## src/logic/pcsd_regs.svh

```systemverilog
// constants of the chip-select decoder: counts, input positions, term layout
`ifndef PCSD_REGS_SVH
`define PCSD_REGS_SVH
// decoder inputs per product term
`define PCSD_NIN      12
// decoder input positions
`define PCSD_IN_WR    0
`define PCSD_IN_RD    1
`define PCSD_IN_ALE   2
`define PCSD_IN_ADDR  3
`define PCSD_IN_EXT   8
`define PCSD_NSTD     5
`define PCSD_NEXT     4
// term pool and its split over the selects
`define PCSD_NTERM    27
`define PCSD_NCS      11
`define PCSD_G2_CS    4
`define PCSD_G3_CS    8
`define PCSD_G1_N     4
`define PCSD_G2_N     2
`define PCSD_G2_BASE  16
`define PCSD_G3_BASE  24
// pin counts
`define PCSD_NPA      8
`define PCSD_NPB      8
`define PCSD_NPC      3
`define PCSD_NCFG_PC  3
// reset values
`define PCSD_ADDR_RST 8'h00
`define PCSD_EXT_RST  4'h0
`endif

```

## src/logic/pcsd_pkg.sv

```systemverilog
// types of the chip-select decoder
`include "pcsd_regs.svh"
package pcsd_pkg;
    typedef struct packed {
        logic                 en;
        logic [`PCSD_NIN-1:0] care;
        logic [`PCSD_NIN-1:0] val;
    } pcsd_term_t;
    typedef struct packed {
        logic use_cs;
        logic open_drain;
        logic active_low;
    } pcsd_cspin_t;
    typedef struct packed {
        logic muxed;
        logic rw_e_mode;
        logic bus_8bit;
        logic rst_low;
        logic ale_high;
        logic latch_ext;
        logic shared_is_addr;
    } pcsd_bus_cfg_t;
    typedef enum logic [1:0] {
        PCSD_PC_GPIO,
        PCSD_PC_CS,
        PCSD_PC_ADDR
    } pcsd_pcmode_t;
endpackage

```

## src/logic/pcsd_decoder.sv

```systemverilog
// programmable sum-of-products chip-select decoder with address latch
`include "pcsd_regs.svh"
//
// Contract
// - four, two, one terms per select group
// - term matches high, low or dont-care
// - upper extended inputs take any signal
// - read and write strobes from rw, enable
// - low address captured on address strobe
// - latched address on first port pins
// - standard inputs are address 11 to 15
// - third port pins as inputs 16-18
// - shared pin: address 19 or power-down
// - extended inputs may be dont-care
// - muxed 8-bit bus, rw plus enable
// - reset and latch polarity programmable
// - inputs 16-19 optionally latched on strobe
// - selects 0-7 drive like-numbered second port pins, 8-10 third port pins 0-2
// - pin is select or other, never both
// - select pins push-pull or open-drain
module pcsd_decoder (
    // clock and reset
    input  wire  logic                           i_clk,
    input  wire  logic                           i_srst,
    // host bus
    input  wire  logic [7:0]                     i_ad,
    input  wire  logic                           i_host_address_strobe,
    input  wire  logic                           i_rw,
    input  wire  logic                           i_e,
    input  wire  logic [`PCSD_NSTD-1:0]          i_addr_hi,
    input  wire  logic                           i_rst_pin,
    // pin inputs
    input  wire  logic [`PCSD_NPC-1:0]           i_third_port_in,
    input  wire  logic                           i_shared_in,
    // configuration
    input  wire  pcsd_pkg::pcsd_bus_cfg_t        i_bus_cfg,
    input  wire  pcsd_pkg::pcsd_term_t [`PCSD_NTERM-1:0] i_terms,
    input  wire  pcsd_pkg::pcsd_cspin_t [`PCSD_NCS-1:0]  i_cs_pin,
    input  wire  pcsd_pkg::pcsd_pcmode_t [`PCSD_NPC-1:0] i_pc_mode,
    input  wire  logic [`PCSD_NPA-1:0]           i_pa_addr_sel,
    // general io drive
    input  wire  logic [`PCSD_NPA-1:0]           i_pa_gpio_out,
    input  wire  logic [`PCSD_NPA-1:0]           i_pa_gpio_oe,
    input  wire  logic [`PCSD_NPB-1:0]           i_pb_gpio_out,
    input  wire  logic [`PCSD_NPB-1:0]           i_pb_gpio_oe,
    input  wire  logic [`PCSD_NPC-1:0]           i_pc_gpio_out,
    input  wire  logic [`PCSD_NPC-1:0]           i_pc_gpio_oe,
    // pins
    output logic       [`PCSD_NPA-1:0]           o_first_port_out,
    output logic       [`PCSD_NPA-1:0]           o_first_port_oe,
    output logic       [`PCSD_NPB-1:0]           o_second_port_out,
    output logic       [`PCSD_NPB-1:0]           o_second_port_oe,
    output logic       [`PCSD_NPC-1:0]           o_third_port_out,
    output logic       [`PCSD_NPC-1:0]           o_third_port_oe,
    // status
    output logic       [`PCSD_NCS-1:0]           o_select_status,
    output logic                                 o_power_down
);
    import pcsd_pkg::*;

    // ==========================================================
    // reset and strobes
    logic                   rst;
    logic                   strobe_act;
    logic                   rd_s;
    logic                   wr_s;
    logic                   pd;

    assign rst        = i_srst | (i_rst_pin ^ i_bus_cfg.rst_low);
    assign strobe_act = ~(i_host_address_strobe ^ i_bus_cfg.ale_high);

    always_comb begin
        if (i_bus_cfg.rw_e_mode) begin
            // read rw high, write rw low
            rd_s = i_rw & i_e;
            wr_s = ~i_rw & i_e;
        end else begin
            // active-low read and write on the same pins
            rd_s = ~i_rw;
            wr_s = ~i_e;
        end
    end

    assign pd = ~i_bus_cfg.shared_is_addr & ~i_shared_in;

    // ==========================================================
    // address latch
    logic [7:0]             addr_lo_q;
    logic [7:0]             addr_lo_d;
    logic [`PCSD_NEXT-1:0]  ext_q;
    logic [`PCSD_NEXT-1:0]  ext_d;
    logic [`PCSD_NEXT-1:0]  ext_live;
    logic [`PCSD_NEXT-1:0]  ext_addr_in;

    // third port pins feed inputs 16-18
    always_comb begin
        for (int k = 0; k < `PCSD_NPC; k++) begin
            ext_live[k] = (i_pc_mode[k] == PCSD_PC_ADDR) & i_third_port_in[k];
        end
        ext_live[`PCSD_NEXT-1] = i_bus_cfg.shared_is_addr & i_shared_in;
    end

    always_comb begin
        addr_lo_d = addr_lo_q;
        ext_d     = ext_q;
        // non-muxed bus carries a steady address, so follow it
        // capture on address strobe
        if (strobe_act | ~i_bus_cfg.muxed) begin
            addr_lo_d = i_ad;
        end
        // hold extended inputs for the cycle
        if (strobe_act) begin
            ext_d = ext_live;
        end
    end

    always_ff @(posedge i_clk) begin
        if (rst) begin
            addr_lo_q <= `PCSD_ADDR_RST;
            ext_q     <= `PCSD_EXT_RST;
        end else begin
            addr_lo_q <= addr_lo_d;
            ext_q     <= ext_d;
        end
    end

    // transparent while the strobe is active, held after it
    assign ext_addr_in = (i_bus_cfg.latch_ext & ~strobe_act) ? ext_q : ext_live;

    // ==========================================================
    // product terms
    logic [`PCSD_NIN-1:0]   dec_in;
    logic [`PCSD_NTERM-1:0] hit;
    logic [`PCSD_NCS-1:0]   cs_raw;

    // address 11-15 from the host, 16-19 extended
    // extended inputs need not be address
    assign dec_in = {ext_addr_in, i_addr_hi, strobe_act, rd_s, wr_s};

    generate
        for (genvar t = 0; t < `PCSD_NTERM; t++) begin : g_term
            pcsd_term u_term (
                .i_term (i_terms[t]),
                .i_in   (dec_in),
                .o_hit  (hit[t])
            );
        end
        // four, two and one terms per group
        for (genvar c = 0; c < `PCSD_NCS; c++) begin : g_cs
            if (c < `PCSD_G2_CS) begin : g_four
                assign cs_raw[c] = |hit[c*`PCSD_G1_N +: `PCSD_G1_N];
            end else if (c < `PCSD_G3_CS) begin : g_two
                assign cs_raw[c] =
                    |hit[`PCSD_G2_BASE + (c-`PCSD_G2_CS)*`PCSD_G2_N +: `PCSD_G2_N];
            end else begin : g_one
                assign cs_raw[c] = hit[`PCSD_G3_BASE + c - `PCSD_G3_CS];
            end
        end
    endgenerate

    // ==========================================================
    // pin drive
    // open-drain pins only pull low, letting several selects wire-OR
    function automatic logic [1:0] cs_drive(input pcsd_cspin_t p, input logic act);
        logic lvl;
        lvl = act ^ p.active_low;
        if (p.open_drain) begin
            cs_drive = {1'b0, ~lvl};
        end else begin
            cs_drive = {lvl, 1'b1};
        end
    endfunction

    logic [`PCSD_NPA-1:0]   pa_out_d;
    logic [`PCSD_NPA-1:0]   pa_oe_d;
    logic [`PCSD_NPB-1:0]   pb_out_d;
    logic [`PCSD_NPB-1:0]   pb_oe_d;
    logic [`PCSD_NPC-1:0]   pc_out_d;
    logic [`PCSD_NPC-1:0]   pc_oe_d;
    logic [`PCSD_NCS-1:0]   cs_d;
    logic [1:0]             drv;

    always_comb begin
        drv  = 2'h0;
        // power-down forces every select inactive
        cs_d = pd ? '0 : cs_raw;
        for (int k = 0; k < `PCSD_NPA; k++) begin
            pa_out_d[k] = i_pa_addr_sel[k] ? addr_lo_q[k] : i_pa_gpio_out[k];
            pa_oe_d[k]  = i_pa_addr_sel[k] | i_pa_gpio_oe[k];
        end
        // select n on second port pin n
        for (int k = 0; k < `PCSD_NPB; k++) begin
            drv = cs_drive(i_cs_pin[k], cs_d[k]);
            pb_out_d[k] = i_cs_pin[k].use_cs ? drv[1] : i_pb_gpio_out[k];
            pb_oe_d[k]  = i_cs_pin[k].use_cs ? drv[0] : i_pb_gpio_oe[k];
        end
        for (int k = 0; k < `PCSD_NPC; k++) begin
            drv = cs_drive(i_cs_pin[k+`PCSD_G3_CS], cs_d[k+`PCSD_G3_CS]);
            // third port select, input or io
            case (i_pc_mode[k])
                PCSD_PC_CS: begin
                    pc_out_d[k] = drv[1];
                    pc_oe_d[k]  = drv[0];
                end
                PCSD_PC_ADDR: begin
                    pc_out_d[k] = 1'b0;
                    pc_oe_d[k]  = 1'b0;
                end
                PCSD_PC_GPIO: begin
                    pc_out_d[k] = i_pc_gpio_out[k];
                    pc_oe_d[k]  = i_pc_gpio_oe[k];
                end
                default: begin
                    pc_out_d[k] = 1'b0;
                    pc_oe_d[k]  = 1'b0;
                end
            endcase
        end
    end

    // registered pins add one clock of delay to every select
    always_ff @(posedge i_clk) begin
        if (rst) begin
            o_first_port_out  <= '0;
            o_first_port_oe   <= '0;
            o_second_port_out <= '0;
            o_second_port_oe  <= '0;
            o_third_port_out  <= '0;
            o_third_port_oe   <= '0;
            o_select_status   <= '0;
            o_power_down      <= 1'b0;
        end else begin
            o_first_port_out  <= pa_out_d;
            o_first_port_oe   <= pa_oe_d;
            o_second_port_out <= pb_out_d;
            o_second_port_oe  <= pb_oe_d;
            o_third_port_out  <= pc_out_d;
            o_third_port_oe   <= pc_oe_d;
            o_select_status   <= cs_d;
            o_power_down      <= pd;
        end
    end
endmodule

```

## src/logic/pcsd_term.sv

```systemverilog
// one product term: every cared input must equal its programmed level
`include "pcsd_regs.svh"
module pcsd_term (
    // programming
    input  wire pcsd_pkg::pcsd_term_t  i_term,
    // decoder inputs
    input  wire logic [`PCSD_NIN-1:0]  i_in,
    // match
    output logic                       o_hit
);
    import pcsd_pkg::*;
    assign o_hit = i_term.en & ~|((i_in ^ i_term.val) & i_term.care);
endmodule

```

## config.mk

```make
export PLATFORM = sky130hd
export DESIGN_NAME = pcsd_decoder
export DESIGN_NICKNAME = d
export VERILOG_FILES = /design/src/logic/pcsd_pkg.sv /design/src/logic/pcsd_decoder.sv /design/src/logic/pcsd_term.sv
export VERILOG_INCLUDE_DIRS = /design/src /design/src/logic
export SDC_FILE = /design/constraint.sdc
export NUM_CORES = 1
export LEC_CHECK = 0
export ABC_AREA = 0
export ABC_CLOCK_PERIOD_IN_PS = 6400
export BUFFER_PORTS_ARGS = -buffer_cell sky130_fd_sc_hd__buf_4
export CAP_MARGIN = 20
export CORE_AREA = 2 2 322 324
export DETAILED_ROUTE_END_ITERATION = 8
export DIE_AREA = 0 0 324 326
export PLACE_DENSITY_LB_ADDON = 0.3
export REMOVE_ABC_BUFFERS = 1
export SYNTH_ARGS = -nofsm -noshare
export SYNTH_HDL_FRONTEND = slang
export SYNTH_SLANG_ARGS = --single-unit
```

## constraint.sdc

```tcl
create_clock -name i_clk -period 6.4 [get_ports i_clk]
set_input_delay 0.32 -clock i_clk [delete_from_list [all_inputs] [get_ports i_clk]]
set_output_delay 0.32 -clock i_clk [all_outputs]
set_load 0.02 [all_outputs]
```

Yosys cells after proc, flatten, opt, wreduce, memory -nomap -nowiden
Cells that the tools add are included.
W data, S select, Z words.
{"block": "word_totals", "regBits": 62, "in_bits": 790, "out_inout_bits": 50}
{"block": "op_classes", "n_eq_ne": 6, "mux": 45, "n_bitwise": 129, "n_reduce_logical": 65}
{"cell": "$and A12 B12 Y12", "n": 27}
{"cell": "$reduce_or A12 Y1", "n": 27}
{"cell": "$xor A12 B12 Y12", "n": 27}
{"cell": "$and A1 B1 Y1", "n": 35}
{"cell": "$logic_not A1 Y1", "n": 27}
{"cell": "$mux W1", "n": 26}
{"cell": "$mux W2", "n": 11}
{"cell": "$not A1 Y1", "n": 17}
{"cell": "$reduce_or A4 Y1", "n": 4}
{"cell": "$xor A1 B1 Y1", "n": 13}
{"cell": "$pmux W1 S2", "n": 6}
{"cell": "$mux W11", "n": 1}
{"cell": "$or A1 B1 Y1", "n": 10}
{"cell": "$reduce_or A2 Y1", "n": 4}
{"cell": "$eq A2 B1 Y1 const B", "n": 3}
{"cell": "$eq A2 B2 Y1 const B", "n": 3}
{"cell": "$logic_not A2 Y1", "n": 3}
{"cell": "$mux W4", "n": 1}

Longest topological paths before layout
{"block": "logic_depth", "ltp_word": 14, "mapped_depth": 11}

Hierarchy
A second synthesis with hierarchy kept.
{"block": "hier_totals", "cells_unflattened": 835, "area_unflattened_um2": 6849.1}
{"mod": "pcsd_term", "area_each_um2": 163.9, "seq_area_each_um2": 0.0, "cells_each": 21, "instances": 27}
{"mod": "pcsd_decoder", "area_each_um2": 2423.6, "seq_area_each_um2": 1241.2, "cells_each": 268, "instances": 1}

Least setup slack after synthesis
Ideal clock, no wire load.
{"block": "synth_path", "path_type": "input port to flip-flop", "startpoint": "in i_addr_hi[2]", "endpoint": "reg o_second_port_out[1]", "t_arrival_ps": 2608, "path_slack_ps": 3722, "stages": 11, "setup_time_ps": 70, "required_ps": 6330, "cell_sequence": "clkbuf_1 -> clkbuf_1 -> xor2_1 -> a22oi_1 -> nand4_1 -> a2111oi_0 -> o2111ai_1 -> a41oi_1 -> xor2_1 -> nand3b_1 -> a21oi_1"}
{"block": "synth_between", "elab_chain_cells": 10}
{"element": "start, declared", "line": "pcsd_decoder.sv:30", "source": "input wire logic [`PCSD_NSTD-1:0] i_addr_hi,"}
{"element": "$xor A12 B12 Y12", "line": "pcsd_term.sv:12", "source": "assign o_hit = i_term.en & ~|((i_in ^ i_term.val) & i_term.care);"}
{"element": "$and A12 B12 Y12", "line": "pcsd_term.sv:12"}
{"element": "$reduce_or A12 Y1", "line": "pcsd_term.sv:12"}
{"element": "$logic_not A1 Y1", "line": "pcsd_term.sv:12"}
{"element": "$and A1 B1 Y1", "line": "pcsd_term.sv:12"}
{"element": "$reduce_or A4 Y1 (*)", "line": "pcsd_decoder.sv:151", "source": "assign cs_raw[c] = |hit[c*`PCSD_G1_N +: `PCSD_G1_N];"}
{"element": "$mux W11 (*)", "line": "pcsd_decoder.sv:186", "source": "cs_d = pd ? '0 : cs_raw;"}
{"element": "$xor A1 B1 Y1 (*)", "line": "pcsd_decoder.sv:166", "source": "lvl = act ^ p.active_low;"}
{"element": "$mux W2 (*)", "line": "pcsd_decoder.sv:167", "source": "if (p.open_drain) begin"}
{"element": "$mux W1 (*)", "line": "pcsd_decoder.sv:194", "source": "pb_out_d[k] = i_cs_pin[k].use_cs ? drv[1] : i_pb_gpio_out[k];"}
{"element": "end signal, assigned", "line": "pcsd_decoder.sv:235", "source": "o_second_port_out <= pb_out_d;"}
{"element": "end, declared", "line": "pcsd_decoder.sv:51", "source": "output logic [`PCSD_NPB-1:0] o_second_port_out,"}
Every way passes the cells marked *; elsewhere a longest branch is shown, timed or not.
A chain may end at the register's enable or synchronous reset.

Final worst setup path
{"block": "layout_path", "startpoint": "in i_bus_cfg[2] (netlist bit)", "endpoint": "reg o_second_port_out[7]"}
{"block": "layout_between", "elab_chain_cells": 13}
{"element": "start, declared", "line": "pcsd_decoder.sv:36", "source": "input wire pcsd_pkg::pcsd_bus_cfg_t i_bus_cfg,"}
{"element": "$xor A1 B1 Y1 (*)", "line": "pcsd_decoder.sv:70", "source": "assign strobe_act = ~(i_host_address_strobe ^ i_bus_cfg.ale_high);"}
{"element": "$and A1 B1 Y1", "line": "pcsd_decoder.sv:128", "source": "assign ext_addr_in = (i_bus_cfg.latch_ext & ~strobe_act) ? ext_q : ext_live;"}
{"element": "$mux W4", "line": "pcsd_decoder.sv:128"}
{"element": "$xor A12 B12 Y12", "line": "pcsd_term.sv:12"}
{"element": "$and A12 B12 Y12", "line": "pcsd_term.sv:12"}
{"element": "$reduce_or A12 Y1", "line": "pcsd_term.sv:12"}
{"element": "$logic_not A1 Y1", "line": "pcsd_term.sv:12"}
{"element": "$and A1 B1 Y1", "line": "pcsd_term.sv:12"}
{"element": "$reduce_or A2 Y1 (*)", "line": "pcsd_decoder.sv:154", "source": "|hit[`PCSD_G2_BASE + (c-`PCSD_G2_CS)*`PCSD_G2_N +: `PCSD_G2_N];"}
{"element": "$mux W11 (*)", "line": "pcsd_decoder.sv:186"}
{"element": "$xor A1 B1 Y1 (*)", "line": "pcsd_decoder.sv:166"}
{"element": "$mux W2 (*)", "line": "pcsd_decoder.sv:167"}
{"element": "$mux W1 (*)", "line": "pcsd_decoder.sv:194"}
Marks and branches as above.

==> flow_metrics.env <==
export IMPL_outcome="complete, no violations"
export IMPL_remaining_drc_errors=0
export IMPL_synth_main_ff_cell="dfxtp_1"
export IMPL_cts_buffers=9
export IMPL_maxCapViolCount=0
export IMPL_gp_congestion=0.808
export IMPL_crit_type="in2reg"
export IMPL_ys_seq_elements=62
export IMPL_worst_ep_required_time_ps=6700
export IMPL_relSlewSlack_pct=31.5
export IMPL_power_leakage_nw=7.35
export IMPL_drt_wirelength_per_cell_um=23.1
export IMPL_synth_edf_count=0
export IMPL_initial_utilization_pct=7.91
export IMPL_gr_total_overflow=0
export IMPL_rsz0062_at_grt="no"
export IMPL_antenna_found_initial=19
export IMPL_via_count=11400
export IMPL_hpwl_um=66100
export IMPL_h_tree_depth=3
export IMPL_layout_common_cells="buf_4 (876), xor2_1 (185), xnor2_1 (87), nand2_1 (87), dfxtp_1 (62)"
export IMPL_drive_gt1_share_pct=49.2
export IMPL_hp_start="i_cs_pin[28]"
export IMPL_seq_area_frac_synth_pct=15.3
export IMPL_cts_tree="yes"
export IMPL_synthToLayoutAreaGrowth_pct=105
export IMPL_hold_depth=2
export IMPL_layout_commonest_cell="buf_4"
export IMPL_hold_violations=0
export IMPL_reg2reg_slack_ps=2910
export IMPL_route_antenna_remaining_nets=0
export IMPL_startpoint_type="input pin"
export IMPL_postCtsSetupBuffers=0
export IMPL_io_buffers=835
export IMPL_yosys_area_top_type="xor2_1"
export IMPL_synth_simple_gate_area_share_pct=22.4
export IMPL_cts_root_buf="clkbuf_16"
export IMPL_yosys_mux_area_fraction_pct=5.18
export IMPL_crit_path_max_fanout=27
export IMPL_min_to="o_third_port_oe[1]$_SDFF_PP0_"
export IMPL_first_iter_violations=467
export IMPL_synthAdderAreaFrac_pct=0
export IMPL_dieArea_mm2=0.106
export IMPL_grt_max_degree=43
export IMPL_p_total_mw=2.05
export IMPL_grt_pass1_wl_um=96500
export IMPL_track_usage_pct=13.6
export IMPL_dr_pass1_iters=7
export IMPL_die_y_um=326
export IMPL_min_path_type="in2reg"
export IMPL_via_per_inst=3.50
export IMPL_synth_compound_area_share_pct=23.4
export IMPL_cts_hold_buf=0
export IMPL_finalWirelength_um=75400
export IMPL_skew_ps=10.1
export IMPL_cp_end_kind="flop"
export IMPL_synth_area_per_cell_um2=7.79
export IMPL_worst_slew_pin_slew_ps=1020
export IMPL_reg2reg_from="ext_q[3]$_SDFFE_PP0P_"
export IMPL_synth_xor_xnor_area_share_pct=29.7
export IMPL_finalNetCount=2662
export IMPL_report_final_slew_viol_count=0
export IMPL_clkLatencyLatePin_ps=370
export IMPL_timing_fmax_ghz=0.249
export IMPL_ioPinCount=840
export IMPL_yosys_warnings=0
export IMPL_finalCriticalPeriod_ps=4020
export IMPL_syn_inst=1042
export IMPL_path_clk_slew_ps=60
export IMPL_first_global_vias=12100
export IMPL_reg2reg_depth=9
export IMPL_ctsResizeCount=0
export IMPL_synth_area_leaders="xor2_1 (20%), dfxtp_1 (15%), xnor2_1 (9.4%)"
export IMPL_coreArea_mm2=0.103
export IMPL_cts_buffer_depth=2
export IMPL_power_density_mw_per_mm2=123
export IMPL_worst_ir_drop_vdd_mv=0.119
export IMPL_syn_area_mm2=0.00812
export IMPL_rows=118
export IMPL_ys_types=47
export IMPL_r2r_end="o_second_port_out[7]$_SDFF_PP0_"
export IMPL_synthArstFlopShare_pct=0
export IMPL_clock_sinks=62
export IMPL_synth_top_area_share_pct=20.0
export IMPL_finalSetupViolations=0
export IMPL_dieWidth_um=324
export IMPL_arrival_ps=4310
export IMPL_fin_crit_sh_pct=62.7
export IMPL_setup_tns_ps=0
export IMPL_synth_top_family_by_area="XOR/XNOR gates"
## cell type report
type | count | area (µm²)
Tap cell | 1380 | 1730
Clock inverter | 5 | 106
Timing Repair Buffer | 876 | 6580
Sequential cell | 62 | 1240
Clock buffer | 11 | 243
Inverter | 17 | 63.8
Antenna cell | 7 | 17.5
Fill cell | 11800 | 86000
Multi-Input combinational cell | 906 | 6640
## flip-flops by register name (all words and copies together) (netlist names)
signal	cells
addr_lo_q	8
ext_q	4
o_first_port_oe	8
o_first_port_out	8
o_power_down	1
o_second_port_oe	8
o_second_port_out	8
o_select_status	11
o_third_port_oe	3
o_third_port_out	3
## report_power, final
| part | switching [mW] | internal (mW) | total (mW) |
|---|---|---|---|
| Combinational | 0.490 | 0.539 | 1.03 |
| Sequential | 0.00839 | 0.404 | 0.413 |
| Clock | 0.213 | 0.392 | 0.605 |
| Total | 0.712 | 1.34 | 2.05 |
## worst max path at each step
stage                     cells past startpoint                         endpoint         start
after floorplan                               9  o_second_port_out[5]$_SDFF_PP0_  i_bus_cfg[2]
after global placement                       12  o_second_port_out[1]$_SDFF_PP0_  i_bus_cfg[2]
after detailed placement                     12  o_second_port_out[1]$_SDFF_PP0_  i_bus_cfg[2]
after CTS                                    12  o_second_port_out[1]$_SDFF_PP0_  i_bus_cfg[2]
after global routing                         13  o_second_port_out[3]$_SDFF_PP0_  i_bus_cfg[2]
final                                        11  o_second_port_out[7]$_SDFF_PP0_  i_bus_cfg[2]
## worst max-delay path, cell delays in order
cell and delay [ps]:
buf_4 140, xor2_4 660, and3_1 930, nor2_4 280, buf_4 350, xnor2_1 170, a222oi_1 340, nand4_1 230
a21o_1 360, or3_1 390, nand3_1 80
## Yosys cell counts (12+ instances only)
master and instances:
a2111oi_0 18, a21oi_1 25, a222oi_1 12, a22oi_1 50, a31oi_1 27, and2_0 17
buf_1 13, clkbuf_1 27, dfxtp_1 62, inv_1 16, mux2_2 16, mux2i_1 24
nand2_1 87, nand2b_1 53, nand3_1 16, nand3b_1 14, nand4_1 35, nor2_1 37
nor2b_1 37, o2111ai_1 48, o21ai_0 28, o311ai_0 16, or3_1 18, xnor2_1 87
xor2_1 185
## per-stage QoR
stage	setup slack [ps]	util [%]	hold slack, ps	instances	area (µm²)
finish	2380	16.2	145	3264	16600
global route	2090	16.2	120	3259	16600
CTS	2100	16.2	96.0	3256	16600
detailed placement	1710	15.8	448	3240	16200
global placement	1670	15.8	441	3240	16200
floorplan	1580	-	420	985	7870
## routing by layer
| metal | wire [µm] | track usage (%) | share of wire [%] | vias up |
|---|---|---|---|---|
| met1 | 29400 | 15.3 | 39 | 5287 |
| li1 | - | - | - | 5481 |
| met3 | 6380 | 4.22 | 8.5 | 85 |
| met5 | 88 | 0 | 0.12 | - |
| met4 | 2200 | 4.33 | 2.9 | 14 |
| met2 | 37400 | 24.2 | 50 | 549 |
## logic make-up (layout without fill, tap and decap cells)
group | after synthesis | count (layout)
xor+xnor | 274 | 274
flops | 62 | 62
other cells | 0 | 7
buf+inv | 74 | 909
compound gates | 253 | 253
mux | 40 | 40
simple gates | 339 | 339
Note: power is estimated with default switching activity, not from simulation.
